### src/pkg/bus_sizing_map.vh
/*
 * Constants for the dynamic bus sizing multiplexer: remaining-size codes,
 * width-acknowledge codes and byte counts.
 * Assumes inclusion by bare name from the design files.
 */
`ifndef BUS_SIZING_MAP_VH
`define BUS_SIZING_MAP_VH

// ----------------------------------------------------------------------
// Remaining-size codes
// ----------------------------------------------------------------------
`define SIZE_BYTE 2'h1
`define SIZE_WORD 2'h2
`define SIZE_THREE 2'h3
`define SIZE_LONG 2'h0

// ----------------------------------------------------------------------
// Width-acknowledge codes {hi, lo}
// ----------------------------------------------------------------------
`define ACK_WAIT 2'h0
`define ACK_PORT8 2'h1
`define ACK_PORT16 2'h2
`define ACK_PORT32 2'h3

// ----------------------------------------------------------------------
// Byte counts and the top lane index
// ----------------------------------------------------------------------
`define BYTES_NONE 3'h0
`define BYTES_ONE 3'h1
`define BYTES_TWO 3'h2
`define BYTES_FOUR 3'h4
`define LANE_TOP 2'h0

`endif

### src/design/write_lane_mux.v
/*
 * Write-cycle lane multiplexer: places operand bytes onto the four data lanes.
 * Assumes a combinational caller; operand bytes msb..lsb in operand[31:0].
 */
`timescale 1ns/1ps
`include "bus_sizing_map.vh"
module write_lane_mux
(
    input wire [1:0] size_code,
    input wire [1:0] offset,
    input wire [31:0] operand,
    output reg [31:0] lanes
);
    wire [7:0] op_msb = operand[31:24];
    wire [7:0] op_2nd = operand[23:16];
    wire [7:0] op_3rd = operand[15:8];
    wire [7:0] op_lsb = operand[7:0];

    // ------------------------------------------------------------------
    // Lane pattern by size code and offset
    // ------------------------------------------------------------------
    always @*
    begin
        lanes = {op_msb, op_2nd, op_3rd, op_lsb};
        case (size_code)
            `SIZE_BYTE: lanes = {4{op_lsb}};
            `SIZE_WORD:
            begin
                if (offset[0])
                    lanes = {op_3rd, op_3rd, op_lsb, op_3rd};
                else
                    lanes = {op_3rd, op_lsb, op_3rd, op_lsb};
            end
            `SIZE_THREE:
            begin
                case (offset)
                    2'h0: lanes = {op_2nd, op_3rd, op_lsb, op_msb};
                    2'h1: lanes = {op_2nd, op_2nd, op_3rd, op_lsb};
                    2'h2: lanes = {op_2nd, op_3rd, op_2nd, op_3rd};
                    default: lanes = {op_2nd, op_2nd, op_3rd, op_2nd};
                endcase
            end
            default:
            begin
                case (offset)
                    2'h0: lanes = {op_msb, op_2nd, op_3rd, op_lsb};
                    2'h1: lanes = {op_msb, op_msb, op_2nd, op_3rd};
                    2'h2: lanes = {op_msb, op_2nd, op_msb, op_2nd};
                    default: lanes = {op_msb, op_msb, op_2nd, op_msb};
                endcase
            end
        endcase
    end
endmodule // write_lane_mux

### src/design/dynamic_bus_sizing_mux.v
/*
 * Processor-side data multiplexer and cycle sequencer for a 32-bit bus with
 * dynamic port sizing. Splits one operand into as many bus cycles as needed.
 * Assumes acks and read data arrive asynchronously and are synchronised here;
 * read data is stable on the lanes before the acknowledge is seen.
 */
`timescale 1ns/1ps
`include "bus_sizing_map.vh"
module dynamic_bus_sizing_mux
(
    input wire ref_clk,
    input wire rst_b,
    input wire req_valid,
    input wire req_write,
    input wire req_prefetch,
    input wire [1:0] req_size,
    input wire [31:0] req_addr,
    input wire [31:0] req_wdata,
    output reg req_ready,
    output reg done,
    output reg addr_error,
    output reg misaligned,
    output reg [31:0] rdata,
    output reg bus_cycle,
    output reg bus_write,
    output reg [31:0] bus_addr,
    output reg remaining_size_hi,
    output reg remaining_size_lo,
    output reg [31:0] bus_data_out,
    output reg bus_data_oe_b,
    input wire [31:0] bus_data_in,
    input wire width_ack_hi,
    input wire width_ack_lo
);
    localparam [2:0] ST_IDLE = 3'b001;
    localparam [2:0] ST_RUN = 3'b010;
    localparam [2:0] ST_RECOVER = 3'b100;

    reg [2:0] state;
    reg [2:0] remain;
    reg [31:0] operand;
    reg ack_hi_s1;
    reg ack_hi_s2;
    reg ack_lo_s1;
    reg ack_lo_s2;
    reg [31:0] data_s1;
    reg [31:0] data_s2;

    reg [2:0] next_state;
    reg [2:0] next_remain;
    reg [31:0] next_addr;
    reg [31:0] next_operand;
    reg [2:0] room;
    reg [2:0] moved;
    reg [1:0] lane_base;
    reg start;
    reg fault;
    reg is_misaligned;
    reg acked;
    reg finish;
    wire [1:0] ack_code = {ack_hi_s2, ack_lo_s2};
    wire [2:0] first_byte = `BYTES_FOUR - remain;
    wire [31:0] write_lanes;
    wire [31:0] read_merge;

    // ------------------------------------------------------------------
    // Pin synchronisers
    // ------------------------------------------------------------------
    always @(posedge ref_clk)
    begin
        if (!rst_b)
        begin
            ack_hi_s1 <= 1'b0;
            ack_hi_s2 <= 1'b0;
            ack_lo_s1 <= 1'b0;
            ack_lo_s2 <= 1'b0;
            data_s1 <= 32'h0000_0000;
            data_s2 <= 32'h0000_0000;
        end
        else
        begin
            ack_hi_s1 <= width_ack_hi;
            ack_hi_s2 <= ack_hi_s1;
            ack_lo_s1 <= width_ack_lo;
            ack_lo_s2 <= ack_lo_s1;
            data_s1 <= bus_data_in;
            data_s2 <= data_s1;
        end
    end

    // ------------------------------------------------------------------
    // Bytes this cycle can move for the answered port width
    // ------------------------------------------------------------------
    always @*
    begin
        room = `BYTES_FOUR - {1'b0, bus_addr[1:0]};
        lane_base = bus_addr[1:0];
        case (ack_code)
            `ACK_PORT8:
            begin
                room = `BYTES_ONE;
                lane_base = `LANE_TOP;
            end
            `ACK_PORT16:
            begin
                room = `BYTES_TWO - {2'b00, bus_addr[0]};
                lane_base = {1'b0, bus_addr[0]};
            end
            default:
            begin
                room = `BYTES_FOUR - {1'b0, bus_addr[1:0]};
                lane_base = bus_addr[1:0];
            end
        endcase
        moved = (remain < room) ? remain : room;
    end

    // ------------------------------------------------------------------
    // Read byte capture, one slice per operand byte
    // ------------------------------------------------------------------
    genvar j;
    generate
        for (j = 0; j < 4; j = j + 1)
        begin : g_read
            localparam integer SLOT = j;
            wire [2:0] idx = SLOT[2:0];
            wire [2:0] pos = idx - first_byte;
            wire take = (idx >= first_byte) && (pos < moved);
            wire [1:0] lane = lane_base + pos[1:0];
            wire [7:0] lane_byte = data_s2[31 - 8 * lane -: 8];
            assign read_merge[31 - 8 * j -: 8] =
                take ? lane_byte : operand[31 - 8 * j -: 8];
        end
    endgenerate

    // ------------------------------------------------------------------
    // Sequencer next state
    // ------------------------------------------------------------------
    always @*
    begin
        next_state = state;
        next_remain = remain;
        next_addr = bus_addr;
        next_operand = operand;
        start = 1'b0;
        fault = 1'b0;
        acked = 1'b0;
        finish = 1'b0;
        is_misaligned = 1'b0;
        case (req_size)
            `SIZE_WORD: is_misaligned = req_addr[0];
            `SIZE_LONG: is_misaligned = |req_addr[1:0];
            default: is_misaligned = 1'b0;
        endcase
        case (state)
            ST_IDLE:
            begin
                if (req_valid && req_prefetch && req_addr[0])
                    fault = 1'b1;
                else if (req_valid)
                begin
                    start = 1'b1;
                    next_state = ST_RUN;
                    next_addr = req_addr;
                    next_operand = req_write ? req_wdata : 32'h0000_0000;
                    next_remain = (req_size == `SIZE_LONG) ? `BYTES_FOUR
                        : {1'b0, req_size};
                end
            end
            ST_RUN:
            begin
                if (ack_code != `ACK_WAIT)
                begin
                    acked = 1'b1;
                    next_state = ST_RECOVER;
                    next_remain = remain - moved;
                    next_addr = bus_addr + {29'h0000_0000, moved};
                    if (!bus_write)
                        next_operand = read_merge;
                end
            end
            ST_RECOVER:
            begin
                if (ack_code == `ACK_WAIT)
                begin
                    if (remain == `BYTES_NONE)
                    begin
                        finish = 1'b1;
                        next_state = ST_IDLE;
                    end
                    else
                    begin
                        start = 1'b1;
                        next_state = ST_RUN;
                    end
                end
            end
            default: next_state = ST_IDLE;
        endcase
    end

    // ------------------------------------------------------------------
    // Write lanes for the cycle about to start
    // ------------------------------------------------------------------
    write_lane_mux u_lanes
    (
        .size_code(next_remain[1:0]),
        .offset(next_addr[1:0]),
        .operand(next_operand),
        .lanes(write_lanes)
    );

    // ------------------------------------------------------------------
    // Registered sequencer state
    // ------------------------------------------------------------------
    always @(posedge ref_clk)
    begin
        if (!rst_b)
        begin
            state <= ST_IDLE;
            remain <= `BYTES_NONE;
            operand <= 32'h0000_0000;
        end
        else
        begin
            state <= next_state;
            remain <= next_remain;
            operand <= next_operand;
        end
    end

    // ------------------------------------------------------------------
    // Request-side outputs
    // ------------------------------------------------------------------
    always @(posedge ref_clk)
    begin
        if (!rst_b)
        begin
            req_ready <= 1'b0;
            done <= 1'b0;
            addr_error <= 1'b0;
            misaligned <= 1'b0;
            rdata <= 32'h0000_0000;
        end
        else
        begin
            req_ready <= (next_state == ST_IDLE);
            done <= finish;
            addr_error <= fault;
            if (start && state == ST_IDLE)
                misaligned <= is_misaligned;
            if (finish && !bus_write)
                rdata <= operand;
        end
    end

    // ------------------------------------------------------------------
    // Bus-side outputs
    // ------------------------------------------------------------------
    always @(posedge ref_clk)
    begin
        if (!rst_b)
        begin
            bus_cycle <= 1'b0;
            bus_write <= 1'b0;
            bus_addr <= 32'h0000_0000;
            remaining_size_hi <= 1'b0;
            remaining_size_lo <= 1'b0;
            bus_data_out <= 32'h0000_0000;
            bus_data_oe_b <= 1'b1;
        end
        else
        begin
            bus_addr <= next_addr;
            if (start && state == ST_IDLE)
                bus_write <= req_write;
            if (start)
            begin
                bus_cycle <= 1'b1;
                remaining_size_hi <= next_remain[1];
                remaining_size_lo <= next_remain[0];
                bus_data_out <= write_lanes;
                bus_data_oe_b <= !((state == ST_IDLE) ? req_write : bus_write);
            end
            else if (acked)
            begin
                bus_cycle <= 1'b0;
                bus_data_oe_b <= 1'b1;
            end
        end
    end
endmodule // dynamic_bus_sizing_mux

### config.mk
export PLATFORM = sky130hd
export DESIGN_NAME = dynamic_bus_sizing_mux
export DESIGN_NICKNAME = d
export VERILOG_FILES = /design/src/design/write_lane_mux.v /design/src/design/dynamic_bus_sizing_mux.v
export VERILOG_INCLUDE_DIRS = /design/src /design/src/pkg
export SDC_FILE = /design/constraint.sdc
export NUM_CORES = 1
export LEC_CHECK = 0
export BUFFER_PORTS_ARGS = -buffer_cell sky130_fd_sc_hd__buf_4
export CAP_MARGIN = 40
export CORE_MARGIN = 2
export CORE_UTILIZATION = 35
export CTS_CLUSTER_DIAMETER = 30
export DETAILED_ROUTE_END_ITERATION = 12
export GPL_ROUTABILITY_DRIVEN = 1
export GPL_TIMING_DRIVEN = 1
export MAX_ROUTING_LAYER = met4
export SYNTH_ARGS = -nofsm -noshare
export SYNTH_HDL_FRONTEND = slang
export SYNTH_SLANG_ARGS = --single-unit
### constraint.sdc
create_clock -name ref_clk -period 3.9 [get_ports ref_clk]
set_clock_uncertainty 0.2 [all_clocks]
set_input_delay 1.17 -clock ref_clk [delete_from_list [all_inputs] [get_ports ref_clk]]
set_output_delay 1.17 -clock ref_clk [all_outputs]
set_load 0.02 [all_outputs]
Yosys cells after proc, flatten, opt, wreduce, memory -nomap -nowiden:

Cells that the tools add are included.

* register bits: 211
* bits of input ports: 105
* output and inout bits: 105
* logic and storage cells: 137

* add/subtract/negate cells: 17
* $lt $le $gt $ge: 9
* eq/ne operators: 15
* shift operators: 4
* multiplexer cells: 49
* reduce and logical (&&, ||, !) cells: 20

Operators with widths (count)
* 32-bit 2-to-1 mux: 8
* 39-bit by 33-bit variable part select with 8-bit output: 4
* 24-bit case mux with 3 select lines: 2
* 32-bit case mux with 2 select lines: 2
* 32-bit case mux with 3 select lines: 1
* 32-bit by 3-bit adder with 32-bit output: 1
* 8-bit 2-to-1 mux: 4
* 3-bit 2-to-1 mux: 9
* 24-bit 2-to-1 mux: 1
* 5-bit by 5-bit subtractor with 6-bit output (first input constant): 4
* 3-bit less-than comparator: 5
* 1-bit 2-to-1 mux: 15
* 3-bit case mux with 2 select lines: 2
* 2-bit equality test (second input constant): 5
* 3-bit case mux with 3 select lines: 1
* 2-bit adder: 4
* 1-bit logical AND: 8
* 2-bit by 1-bit equality test with 1-bit output (second input constant): 3
* 3-bit by 1-bit equality test with 1-bit output (second input constant): 2
* 1-bit by 3-bit greater-or-equal comparator with 1-bit output (first input constant): 2
* 2-bit by 3-bit greater-or-equal comparator with 1-bit output (first input constant): 2
* 2-bit zero test: 3
* 2-bit inequality test (second input constant): 3
* 2-bit nonzero test: 3
* other kinds (16): 20

Longest topological paths before layout:

Gate-level depths: netlist (run 1).

* depth after elaboration: 12
* mapped depth: 21
* gate-level depth less buffers: 21

By module:

From an unflattened synthesis (run 1), not the netlist that was laid out.

* cell total of the unflattened synthesis: 1384
* area total of the unflattened synthesis: 11782.6 um^2

By module, submodules not included
* dynamic_bus_sizing_mux: times used 1, cells each 1113, area each 9898.2 um^2, sequential area each 4224.1 um^2
* write_lane_mux: times used 1, cells each 271, area each 1884.3 um^2, sequential area each 0.0 um^2

Worst setup path before layout (run 1):

OpenSTA, ideal clock, no wires.

* kind: register to register
* from: reg bus_addr[1]
* to: reg bus_data_out[6]
* setup time: 125 ps
* arrival time: 3949 ps
* data required time: 3575 ps
* setup slack: -374 ps
* stages on the path, launching flop included: 20
* buffers on the path: 1
* period minus slack after synthesis: 4274 ps
* path through: dfxtp_1 -> inv_1 -> ha_1 -> nand2b_1 -> and2_1 -> nor2_1 -> nor2b_1 -> o21ai_0 -> nand2_1 -> o21ai_0 -> ha_1 -> inv_1 -> fa_1 -> o41ai_1 -> a22oi_1 -> o21ai_0 -> clkbuf_1 -> mux2_2 -> o32ai_1 -> nor3_1

* longest elaborated chain between the ends: 12
* elaborated cells on any way between the ends: 50
* classes of those cells: add/sub (11); order compare (5); eq/ne (5); shift (4); mux (20); reduce/logical (5)

RTL lines
* from (decl): RTL line dynamic_bus_sizing_mux.v:26 `output reg [31:0] bus_addr,`
* from (signal assigned): RTL line dynamic_bus_sizing_mux.v:274 `bus_addr <= next_addr;`
* branches (longest 11 deep; another with 32-bit by 3-bit adder with 32-bit output)
* 32-bit case mux with 3 select lines (*): RTL line write_lane_mux.v:25 `case (size_code)`
* to (signal assigned): RTL line dynamic_bus_sizing_mux.v:282 `bus_data_out <= write_lanes;`
* to (decl): RTL line dynamic_bus_sizing_mux.v:29 `output reg [31:0] bus_data_out,`

Every way passes the cells marked *. The select of a mux whose other input is x is not followed.
A chain may end at the register's enable or synchronous reset.

Final worst setup path (run 1):

* from: reg ack_hi_s2
* to: reg bus_data_out[6]

* longest elaborated chain between the ends: 12
* elaborated cells on any way between the ends: 53
* classes of those cells: add/sub (10); order compare (5); eq/ne (7); shift (4); mux (20); reduce/logical (7)

RTL lines
* from (decl): RTL line dynamic_bus_sizing_mux.v:43 `reg ack_hi_s2;`
* from (signal assigned): RTL line dynamic_bus_sizing_mux.v:83 `ack_hi_s2 <= ack_hi_s1;`
* branches (longest 12 deep; another with 5-bit by 5-bit subtractor with 6-bit output)

Several ways; the timed one is not identified. The select of a mux whose other input is x is not followed.

==> summary.txt, run 1 <==
Pwr
  – Leakage: between 7 and 8 nW
  – P per Cell Area: approximately 460 nW/um^2
  – VDD IR max: 300 uV
  – Final Power: 7.96 mW

Worst setup path
  – Worst Path Arrival: roughly 4.2 ns
  – R2r startpoint: ack_hi_s2
  – Critical path's slowest cell: a221o_1
  – Critical Path Sink Type: flop
  – Crit-path most repeated cell: buf_4
  – Reg2reg end: bus_data_out[6]
  – Critical setup path kind: reg2reg
  – Crit-path max cell delay: ~0.38 ns
  – CP max FO: 4
  – CP Cell Sequence: inv_2 -> ha_4 -> nand2b_4 -> ha_4 -> or2_1 -> and3_4 -> nor2_4 -> inv_4 -> buf_4 -> buf_4 -> buf_4 -> buf_4 -> a221o_1 -> nor3_2 -> nor3_2 -> buf_4 -> mux2_4 -> a221oi_2 -> nor3_1
  – R2R cell count: 19
  – Reg2Reg Setup Slack: -0.09 ns
  – WP data required: 4.11 ns
  – Startpoint Class: flop

Layout
  – Final core occ: a little over half
  – # nets final: 1,883
  – Layout area overhead: 53.3%
  – Most common cell after layout, fill and taps aside: buf_4
  – Antenna cells: 0
  – Commonest cells after routing, fill and taps aside: 405 x buf_4, 204 x dfxtp_1, 143 x nand2_1, 111 x nor2_1, 102 x and2_1
  – Layout cells sized above 1: about two fifths

Clock network
  – CTS Buffer Depth: 3
  – Clk sink count: 211
  – CTS Buf Count: between 40 and 50
  – Clock root cell: clkbuf_16
  – TritonCTS clock tree: built
  – Clock Latency Late Sink: around 0.55 ns
  – CTS H-tree lvls: 2
  – Worst-path clk slew: around 0.05 ns

Hold path
  – Hold path endpoint: data_s2[14]
  – Hold_sp: data_s1[14]
  – Worst Hold Depth: 1
  – Hold Crit Class: reg2reg

Floorplanning
  – Number of top-level pins: 210
  – Height of the die: 183 um
  – Die area: 33,600 um^2
  – Die width: approximately 180 um
  – FP Rows: 65
  – Core area: approximately 32,000 um^2
  – Starting Density: 35.6%

STA
  – Hold Fails Final Rpt: 0
  – Period minus WS final: 3.99 ns
  – Part of the cycle the worst path needs: 102%
  – Max_slew headroom: a little over two fifths
  – Fin worst setup slack: -0.0888 ns
  – Max Fclk: around 250 MHz
  – Setup violators final: 11
  – Setup TNS: -0.542 ns
  – RSZ-0062 raised after global routing: true
  – Worst Max-Slew Pin Slew: 0.846 ns
  – Final count of pins violating max slew: 0

Global route
  – GR Util All Layers: approximately a quarter
  – Vias in the first global route: 11,700
  – Initial antenna violation count: 0
  – Largest net degree at the start of global routing: between 70 and 80
  – Total gr overflow: 0
  – First-pass GRT wire length: 66.1 mm

Synth
  – Post-Syn Area: about 11,000 um^2
  – Post-synthesis instance total: around 1,400
  – Asr flop ratio synth: 0%
  – Synth unique cells: 88
  – Post-synthesis average cell area: approximately 8.3 um^2
  – Synth warnings: 0
  – Syn Nets: approximately 1,500
  – Number of synthesized flops with an enable pin: 0
  – Sequential area share after synthesis: between 30% and 40%
  – Seq cells post-synth: around 210
  – Main synth FF type: dfxtp_1

Placed design
  – Pre-CTS WS: -0.350 ns
  – Port Buf Inserts: between 200 and 250
  – GP Congestion: between 0.9 and 1
  – HPWL after DPL: around 32 mm

Detailed routing
  – DR iter-0 viols: around 850
  – WL final: 44.1 mm
  – DRT Pass-1 Iters: 6
  – # DRC: 0
  – DRT antenna net count: 0
  – Routed len/inst: roughly 20 um
  – Vias per cell: ~5.6
  – Via count: about 12,000

Run
  – Maxcap violations: 0

Run status
  – Failing checks: setup timing
  – Outcome: finished with violations
==> worst max-delay path: cells and delay by family (launching register included) <==
kind | cells | cell delay [ns]
AO/OA/AOI/OAI | 2 | 0.68
buffers and inverters | 7 | 0.78
adder cells (fa/ha/maj) | 2 | 0.46
AND/OR/NAND/NOR | 7 | 1.11
flip-flops | 1 | 0.33
multiplexers | 1 | 0.28
==> stage by stage <==
stage	hold slack (ns)	std cells	area (um^2)
floorplan	0.212	1362	11400
global placement	0.221	2077	14600
detailed placement	0.219	2077	14600
CTS	0.229	2177	16600
global route	0.240	2190	17300
finish	0.225	2190	17300
==> flip-flops by register name (all words and copies together) (netlist names) <==
| signal | flops |
|---|---|
| ack_lo_s1 | 1 |
| remaining_size_hi | 1 |
| data_s1 | 32 |
| bus_addr | 32 |
| ack_hi_s2 | 1 |
| done | 1 |
| operand | 32 |
| bus_write | 1 |
| remain | 3 |
| req_ready | 1 |
| rdata | 32 |
| misaligned | 1 |
| addr_error | 1 |
| bus_cycle | 1 |
| ack_hi_s1 | 1 |
| data_s2 | 32 |
| bus_data_out | 32 |
| bus_data_oe_b | 1 |
| remaining_size_lo | 1 |
| ack_lo_s2 | 1 |
| state | 3 |
==> cell usage after synthesis (20+ instances only) <==
| cell | count | share of area (%) |
|---|---|---|
| dfxtp_1 | 211 | 38 |
| nand2_1 | 155 | 5.2 |
| nor2_1 | 126 | 4.2 |
| a21oi_1 | 112 | 5.0 |
| and2_1 | 104 | 5.8 |
| o21ai_0 | 85 | 3.8 |
| clkbuf_1 | 73 | 2.4 |
| nor3_1 | 42 | 1.9 |
| a221oi_1 | 34 | 2.6 |
| ha_1 | 28 | 3.1 |
| inv_1 | 25 | 0.83 |
| a22oi_1 | 23 | 1.5 |
| nand3_1 | 22 | 0.98 |
| a31oi_1 | 20 | 1.1 |
| mux4_2 | 20 | 4.0 |
==> worst max-delay path by stage <==
stage	start	endpoint	slack, ns	cells past startpoint
2_1_floorplan	bus_addr[1]	bus_data_out[6]	-0.03	19
3_3_place_gp	ack_hi_s2	bus_data_out[10]	-0.27	20
3_5_place_dp	ack_hi_s2	bus_data_out[11]	-0.35	20
4_1_cts	ack_lo_s2	bus_data_out[9]	-0.05	19
5_1_grt	ack_hi_s2	bus_data_out[11]	-0.23	20
6_report	ack_hi_s2	bus_data_out[6]	-0.09	19
==> area by class of cell <==
| type | instances | area, um^2 |
|---|---|---|
| inverters | 27 | 110 |
| multi-input cells | 1031 | 7390 |
| flip-flops and latches | 211 | 4240 |
| fillers | 2872 | 14400 |
| clock inverters | 36 | 380 |
| clock buffers | 52 | 1240 |
| well taps | 402 | 503 |
| repair buffers | 431 | 3400 |
==> cells by family after synthesis <==
| logic type | synth area share, % |
|---|---|
| muxes | 5.68 |
| buffers and inverters | 4.36 |
| and+or+nand+nor | 23.4 |
| adders and majority gates | 3.29 |
| xor gates and xnor gates | 2.28 |
| AOI/OAI and AO/OA | 23.5 |
| DFF | 37.5 |
==> routing by layer <==
layer  part of all wire [%]  vias to the layer above  GRT usage, %
li1                       -                     5758             -
met4                    3.9                        0          10.8
met3                    6.3                      109          4.11
met5                      0                        -             -
met2                     45                      511          40.2
met1                     44                     5859          33.6
==> where the power goes <==
| group | leakage (nW) | internal [mW] | switching [mW] |
|---|---|---|---|
| logic | 4.52 | 0.757 | 0.906 |
| registers | 1.73 | 2.26 | 0.0909 |
| clock network | 0.762 | 2.54 | 1.40 |
| total | 7.01 | 5.56 | 2.40 |
==> repair_timing <==
| action | 4_1_cts | 5_1_grt |
|---|---|---|
| pin swaps | 28 | 60 |
| cloned | 0 | 1 |
| resized for setup | 79 | 125 |
| buffers inserted | 13 | 14 |
| setup endpoints to repair | 33 | 36 |
| hold buffers | 0 | 0 |
No activity file was read; power rests on OpenSTA's default activity.
==> run 2, diff against run 1 <==
==> constraint.sdc (replaced) <==
create_clock -name ref_clk -period 3.55 [get_ports ref_clk]
set_clock_uncertainty 0.2 [all_clocks]
set_input_delay 1.065 -clock ref_clk [delete_from_list [all_inputs] [get_ports ref_clk]]
set_output_delay 1.065 -clock ref_clk [all_outputs]
set_load 0.02 [all_outputs]
==> summary.txt, run 2 (synthesized netlist as in run 1, its figures left out) <==
Global route
  – Initial antenna violation count: 0 (unchanged)
  – Largest net degree at the start of global routing: 118 (+57%)
  – First-pass GRT wire length: 68.5 mm (+3.6%)
  – GR Util All Layers: 26.9% (+0.98 points)
  – Total gr overflow: 0 (unchanged)
  – Vias in the first global route: 11,800 (+1.3%)

Run
  – Maxcap violations: 0 (unchanged)

STA
  – Hold Fails Final Rpt: 0 (unchanged)
  – Max Fclk: 254 MHz (+1.1%)
  – RSZ-0062 raised after global routing: true
  – Worst Max-Slew Pin Slew: 0.713 ns (-0.134 ns)
  – Setup violators final: 39 (+28)
  – Period minus WS final: 3.94 ns (-0.0447 ns)
  – Fin worst setup slack: -0.394 ns (-0.305 ns)
  – Setup TNS: -8.90 ns (-8.36 ns)
  – Final count of pins violating max slew: 0 (unchanged)
  – Part of the cycle the worst path needs: 111% (+8.8 points)
  – Max_slew headroom: 52.3% (+9.3 points)

Detailed routing
  – # DRC: 0 (unchanged)
  – DR iter-0 viols: 1,070 (+27%)
  – DRT antenna net count: 0 (unchanged)
  – Vias per cell: 5.55 (-0.70%)
  – Via count: 12,400 (+1.1%)
  – Routed len/inst: 20.2 um (+0.21%)
  – DRT Pass-1 Iters: 5 (-1)
  – WL final: 45.1 mm (+2.0%)

Layout
  – Layout area overhead: 60.0%
  – Layout cells sized above 1: 41.6% (+1.0 points)
  – Commonest cells after routing, fill and taps aside: 415 x buf_4, 206 x dfxtp_1, 147 x nand2_1, 106 x nor2_1, 102 x and2_1
  – Final core occ: 56.9% (+2.4 points)
  – Most common cell after layout, fill and taps aside: buf_4
  – Fin area: 18,000 um^2 (+4.4%)
  – # nets final: 1,915 (+1.7%)
  – Antenna cells: 0 (unchanged)

Hold path
  – Hold path endpoint: data_s2[29]
  – Hold_sp: data_s1[29]
  – Hold Crit Class: reg2reg
  – Worst Hold Depth: 1 (unchanged)

Clock network
  – Clock root cell: clkbuf_16
  – CTS H-tree lvls: 2 (unchanged)
  – Clock Latency Late Sink: 0.57 ns (+0.02 ns)
  – CTS Buf Count: 56 (+19%)
  – TritonCTS clock tree: built
  – CTS Buffer Depth: 3 (unchanged)
  – Worst-path clk slew: 0.05 ns (about the same)
  – Clk sink count: 211 (unchanged)

Run status
  – Failing checks: setup timing
  – Outcome: finished with violations

Placed design
  – Port Buf Inserts: 209 (unchanged)
  – HPWL after DPL: 33.0 mm (+2.3%)
  – Pre-CTS WS: -0.512 ns (-0.163 ns)
  – GP Congestion: 0.897 (-6.9%)
  – Dpl cell area: 15,000 um^2 (+2.5%)

Worst setup path
  – CP max FO: 4 (unchanged)
  – Critical Path Sink Type: flop
  – Critical setup path kind: reg2reg
  – Reg2Reg Setup Slack: -0.39 ns (-0.31 ns)
  – Startpoint Class: flop
  – WP data required: 3.80 ns (-0.31 ns)
  – R2R cell count: 18 (-1)
  – Worst Path Arrival: 4.19 ns (about the same)
  – R2r startpoint: ack_lo_s2
  – Reg2reg end: bus_data_out[12]

Floorplanning
  – FP Rows: 65 (unchanged)
  – Number of top-level pins: 210 (unchanged)
  – Die width: 183 um (unchanged)
  – Core area: 31,600 um^2 (unchanged)
  – Die area: 33,600 um^2 (unchanged)
  – Starting Density: 35.6% (unchanged)
  – Height of the die: 183 um (unchanged)

Pwr
  – P per Cell Area: 539 nW/um^2 (+17%)
  – Final Power: 9.71 mW (+22%)
  – Leakage: 7.39 nW (+5.4%)
  – VDD IR max: 301 uV (+0.13%)
==> run 2: cell count changes in the layout (fill, tap and decap cells not counted), moves of 6 or more <==
cell        before  now
clkinvlp_4      10    4
o21ai_1         17   28
nor2_4           2    8
buf_6           18   25
inv_6            8    2
clkbuf_1         2    8
clkbuf_16       48   58
buf_4          405  415
clkinv_2         5   11
o21ai_0         63   52
buf_12           7   13
==> run 2: worst max-delay path, cell delays in order, from the launching register on <==
cell and delay (ns):
dfxtp_2 0.33, inv_2 0.05, ha_4 0.24, nand2b_4 0.15, ha_4 0.22, or2_4 0.25, and3_4 0.18, nor2_4 0.11
inv_4 0.07, ha_4 0.20, nor2b_1 0.12, o21a_1 0.19, or3_4 0.36, a32oi_1 0.24, o21ai_2 0.12, a221oi_1 0.32
buf_4 0.17, nand3_1 0.07, o221a_2 0.24
==> run 2: area by class of cell <==
type | count | area (um^2)
clock buffer | 70 | 1540
tap | 402 | 503
multi-input combinational | 1030 | 7480
clock inverter | 35 | 442
timing repair buffer | 455 | 3700
fill | 2840 | 13600
sequential | 211 | 4240
inverter | 27 | 108
==> run 2: per-layer routing <==
| metal | part of all wire [%] | wire, um | vias to the layer above | global-route usage (%) |
|---|---|---|---|---|
| met4 | 3.2 | 1430 | 0 | 8.80 |
| li1 | - | - | 5860 | - |
| met3 | 6.1 | 2730 | 103 | 4.03 |
| met1 | 44 | 19900 | 5916 | 35.0 |
| met5 | 0 | 0 | - | - |
| met2 | 47 | 21000 | 494 | 42.9 |
==> run 2: metrics by stage <==
step | cells | hold slack (ns)
3_5_place_dp | 2098 | 0.219
6_report | 2230 | 0.228
2_1_floorplan | 1362 | 0.212
3_3_place_gp | 2098 | 0.216
5_1_grt | 2230 | 0.246
4_1_cts | 2217 | 0.229
==> run 2: timing repair <==
action | in CTS | in global routing
gates resized for setup | 108 | 96
pin swaps | 33 | 37
hold buffers | 0 | 0
gates cloned | 1 | 0
setup buffers | 14 | 15
setup endpoints to repair | 56 | 78
==> run 2: worst max-delay path by stage <==
| stage | from | endpoint | slack (ns) | cells past startpoint |
|---|---|---|---|---|
| after floorplan | ack_lo_s2 | bus_data_out[12] | -0.27 | 19 |
| after global placement | ack_lo_s2 | bus_data_out[0] | -0.44 | 18 |
| after detailed placement | ack_lo_s2 | bus_data_out[0] | -0.51 | 16 |
| after CTS | ack_lo_s2 | bus_data_out[14] | -0.37 | 18 |
| after global routing | ack_lo_s2 | bus_data_out[22] | -0.55 | 19 |
| final | ack_lo_s2 | bus_data_out[12] | -0.39 | 18 |
==> run 2: power breakdown <==
| group | switching [mW] | internal (mW) | leakage, nW |
|---|---|---|---|
| combinational | 1.00 | 0.900 | 4.70 |
| clock | 1.58 | 3.64 | 0.963 |
| sequential | 0.102 | 2.49 | 1.73 |
| total | 2.69 | 7.03 | 7.39 |
==> run 3, diff against run 2 <==
--- a/config.mk
+++ b/config.mk
@@ -17,4 +17,5 @@
 export MAX_ROUTING_LAYER = met4
 export SYNTH_ARGS = -nofsm -noshare
 export SYNTH_HDL_FRONTEND = slang
+export SYNTH_HIERARCHICAL = 1
 export SYNTH_SLANG_ARGS = --single-unit
==> summary.txt, run 3 <==
Run status
  – Outcome: finished with violations
  – Failing checks: setup timing

Synth
  – Top cells by count, synth: 211 x dfxtp_1, 202 x nand2_1, 146 x a21oi_1
  – Sequential area share after synthesis: 35.9% (-1.7 points)
  – Post-synth top area share: 35.9% (-1.7 points)
  – Synth unique cells: 71 (-19%)
  – Most common cell in the netlist: dfxtp_1
  – Main synth FF type: dfxtp_1
  – Seq cells post-synth: 211 (unchanged)
  – Synth warnings: 6 (+6)
  – Synth area leader: dfxtp_1
  – Number of synthesized flops with an enable pin: 0 (unchanged)
  – Syn Nets: 1,517 (+1.4%)
  – Asr flop ratio synth: 0% (unchanged)
  – Post-synthesis instance total: 1,384 (+1.6%)
  – Synth area leaders: dfxtp_1 36%, mux4_2 7.6%, nand2_1 6.4%
  – Post-synthesis average cell area: 8.51 um^2 (+3.0%)
  – Post-Syn Area: 11,800 um^2 (+4.7%)

Layout
  – Commonest cells after routing, fill and taps aside: 410 x buf_4, 206 x dfxtp_1, 197 x nand2_1, 122 x a21oi_1, 86 x and2_1
  – Layout cells sized above 1: 41.4% (-0.19 points)
  – Antenna cells: 0 (unchanged)
  – Fin area: 18,300 um^2 (+1.7%)
  – Layout area overhead: 55.4%
  – Most common cell after layout, fill and taps aside: buf_4
  – # nets final: 1,910 (-0.26%)

Worst setup path
  – CP max FO: 5 (+1)
  – Startpoint Class: flop
  – Reg2reg end: bus_data_out[17]
  – Worst Path Arrival: 4.26 ns (+0.07 ns)
  – Reg2Reg Setup Slack: -0.50 ns (-0.11 ns)
  – R2R cell count: 22 (+4)
  – Critical Path Sink Type: flop
  – R2r startpoint: ack_lo_s2
  – WP data required: 3.76 ns (-0.04 ns)
  – Critical setup path kind: reg2reg

STA
  – Part of the cycle the worst path needs: 114% (+3.0 points)
  – Final count of pins violating max slew: 0 (unchanged)
  – Max_slew headroom: 50.1% (-2.2 points)
  – Fin worst setup slack: -0.501 ns (-0.107 ns)
  – Worst Max-Slew Pin Slew: 0.748 ns (+0.0355 ns)
  – RSZ-0062 raised after global routing: true
  – Setup violators final: 32 (-18%)
  – Setup TNS: -10.80 ns (-1.90 ns)
  – Max Fclk: 247 MHz (-2.6%)
  – Hold Fails Final Rpt: 0 (unchanged)
  – WHS: 0.225 ns (-0.00266 ns)
  – Period minus WS final: 4.05 ns (+0.107 ns)

Hold path
  – Hold_sp: data_s1[29]
  – Worst Hold Depth: 1 (unchanged)
  – Hold Crit Class: reg2reg
  – Hold path endpoint: data_s2[29]

Detailed routing
  – DRT antenna net count: 0 (unchanged)
  – DRT Pass-1 Iters: 5 (unchanged)
  – Via count: 12,100 (-2.0%)
  – DR iter-0 viols: 897 (-16%)
  – WL final: 41.2 mm (-8.6%)
  – Vias per cell: 5.35 (-3.5%)
  – Routed len/inst: 18.2 um (-10%)
  – # DRC: 0 (unchanged)

Floorplanning
  – Starting Density: 35.3% (-0.26 points)
  – Die width: 187 um (+2.3%)
  – FP Rows: 67 (+3.1%)
  – Core area: 33,400 um^2 (+5.5%)
  – Height of the die: 187 um (+2.3%)
  – Number of top-level pins: 210 (unchanged)
  – Die area: 35,100 um^2 (+4.6%)

Global route
  – Largest net degree at the start of global routing: 103 (-13%)
  – Vias in the first global route: 11,500 (-2.5%)
  – GR Util All Layers: 22.9% (-4.0 points)
  – First-pass GRT wire length: 62.6 mm (-8.7%)
  – Total gr overflow: 0 (unchanged)
  – Initial antenna violation count: 0 (unchanged)

Placed design
  – Dpl cell area: 15,200 um^2 (+1.5%)
  – HPWL after DPL: 29.2 mm (-11%)
  – Port Buf Inserts: 209 (unchanged)
  – Pre-CTS WS: -0.554 ns (-0.0416 ns)
  – GP Congestion: 0.887 (-1.1%)

Pwr
  – P per Cell Area: 524 nW/um^2 (-2.8%)
  – Final Power: 9.60 mW (-1.2%)
  – Leakage: 7.32 nW (-1.0%)
  – VDD IR max: 579 uV (+93%)

Run
  – Maxcap violations: 0 (unchanged)

Clock network
  – TritonCTS clock tree: built
  – Clock root cell: clkbuf_16
  – Worst-path clk slew: 0.05 ns (about the same)
  – Clock Latency Late Sink: 0.56 ns (about the same)
  – Clk sink count: 211 (unchanged)
  – CTS Buffer Depth: 3 (unchanged)
  – CTS Buf Count: 51 (-8.9%)
  – CTS H-tree lvls: 2 (unchanged)
[run 3: cell types whose count changed in the layout (fill, tap and decap cells not counted), moves of 13 or more]
cell and delta:
nor2_1 -66, nand2_1 +50, o21ai_0 -33, a21oi_1 +27
mux2i_1 +25, inv_1 +24, mux4_2 +20, nor3_1 -20
and2_1 -16, a221oi_2 -14, o2bb2ai_1 +14, mux2_4 +13
[run 3: metrics by stage]
stage,util (%),instances
after floorplan,-,1384
after global placement,45.6,2126
after detailed placement,45.6,2126
after CTS,53.8,2250
after global routing,54.9,2265
final,54.9,2265
[run 3: repair_timing]
action | in CTS | in global routing
pin swaps | 62 | 37
setup endpoints to repair | 32 | 38
hold buffers | 0 | 0
buffers inserted | 34 | 22
resized for setup | 172 | 63
cloned | 1 | 0
[run 3: where the power goes]
| group | internal, mW | switching [mW] |
|---|---|---|
| combinational | 0.925 | 0.935 |
| sequential | 2.48 | 0.0869 |
| clock | 3.66 | 1.51 |
| total | 7.06 | 2.54 |
[run 3: critical path, cell delays in order (launching register included)]
cell and delay [ns]:
dfxtp_2 0.33, inv_2 0.05, ha_4 0.25, nand2b_4 0.15
ha_4 0.22, buf_4 0.13, a31oi_2 0.18, o2bb2ai_2 0.09
ha_2 0.19, inv_2 0.07, a311oi_2 0.04, buf_4 0.16
o31a_1 0.32, buf_4 0.17, a211oi_4 0.29, o21ai_4 0.09
buf_6 0.14, buf_4 0.14, mux2_4 0.26, o211ai_1 0.16
o21ai_1 0.12, nand2_1 0.09, a21oi_1 0.06
[run 3: worst max path at each step]
stage	startpoint	endpoint	slack, ns	cells past startpoint
5_1_grt	ack_hi_s2	bus_data_out[9]	-0.67	21
2_1_floorplan	ack_lo_s2	bus_data_out[9]	-0.61	22
6_report	ack_lo_s2	bus_data_out[17]	-0.50	22
3_5_place_dp	ack_lo_s2	bus_data_out[8]	-0.55	22
4_1_cts	ack_lo_s2	bus_data_out[9]	-0.44	21
3_3_place_gp	ack_lo_s2	bus_data_out[8]	-0.51	22
[run 3: layout make-up]
class,instances,area [um^2]
fillers,3039,15100
multi-input cells,1009,7720
flip-flops and latches,211,4240
repair buffers,449,3640
clock buffers,61,1390
well taps,448,561
clock inverters,32,533
inverters,55,225
[run 3: per-layer routing]
metal	track usage, %	vias up	part of all wire [%]
li1	-	5805	-
met3	3.41	87	6.4
met2	36.6	439	46
met4	7.27	0	2.8
met1	29.9	5791	44
met5	-	-	0
[run 3: cells by family (layout without fill, tap and decap cells)]
| logic type | after synthesis | in the layout | share of synthesized area [%] |
|---|---|---|---|
| DFF | 211 | 211 | 35.9 |
| buffers and inverters | 164 | 597 | 5.71 |
| xor gates and xnor gates | 13 | 13 | 1.29 |
| and+or+nand+nor | 486 | 486 | 20.8 |
| adders and majority gates | 28 | 28 | 3.04 |
| AOI/OAI and AO/OA | 387 | 387 | 20.7 |
| muxes | 95 | 95 | 12.5 |
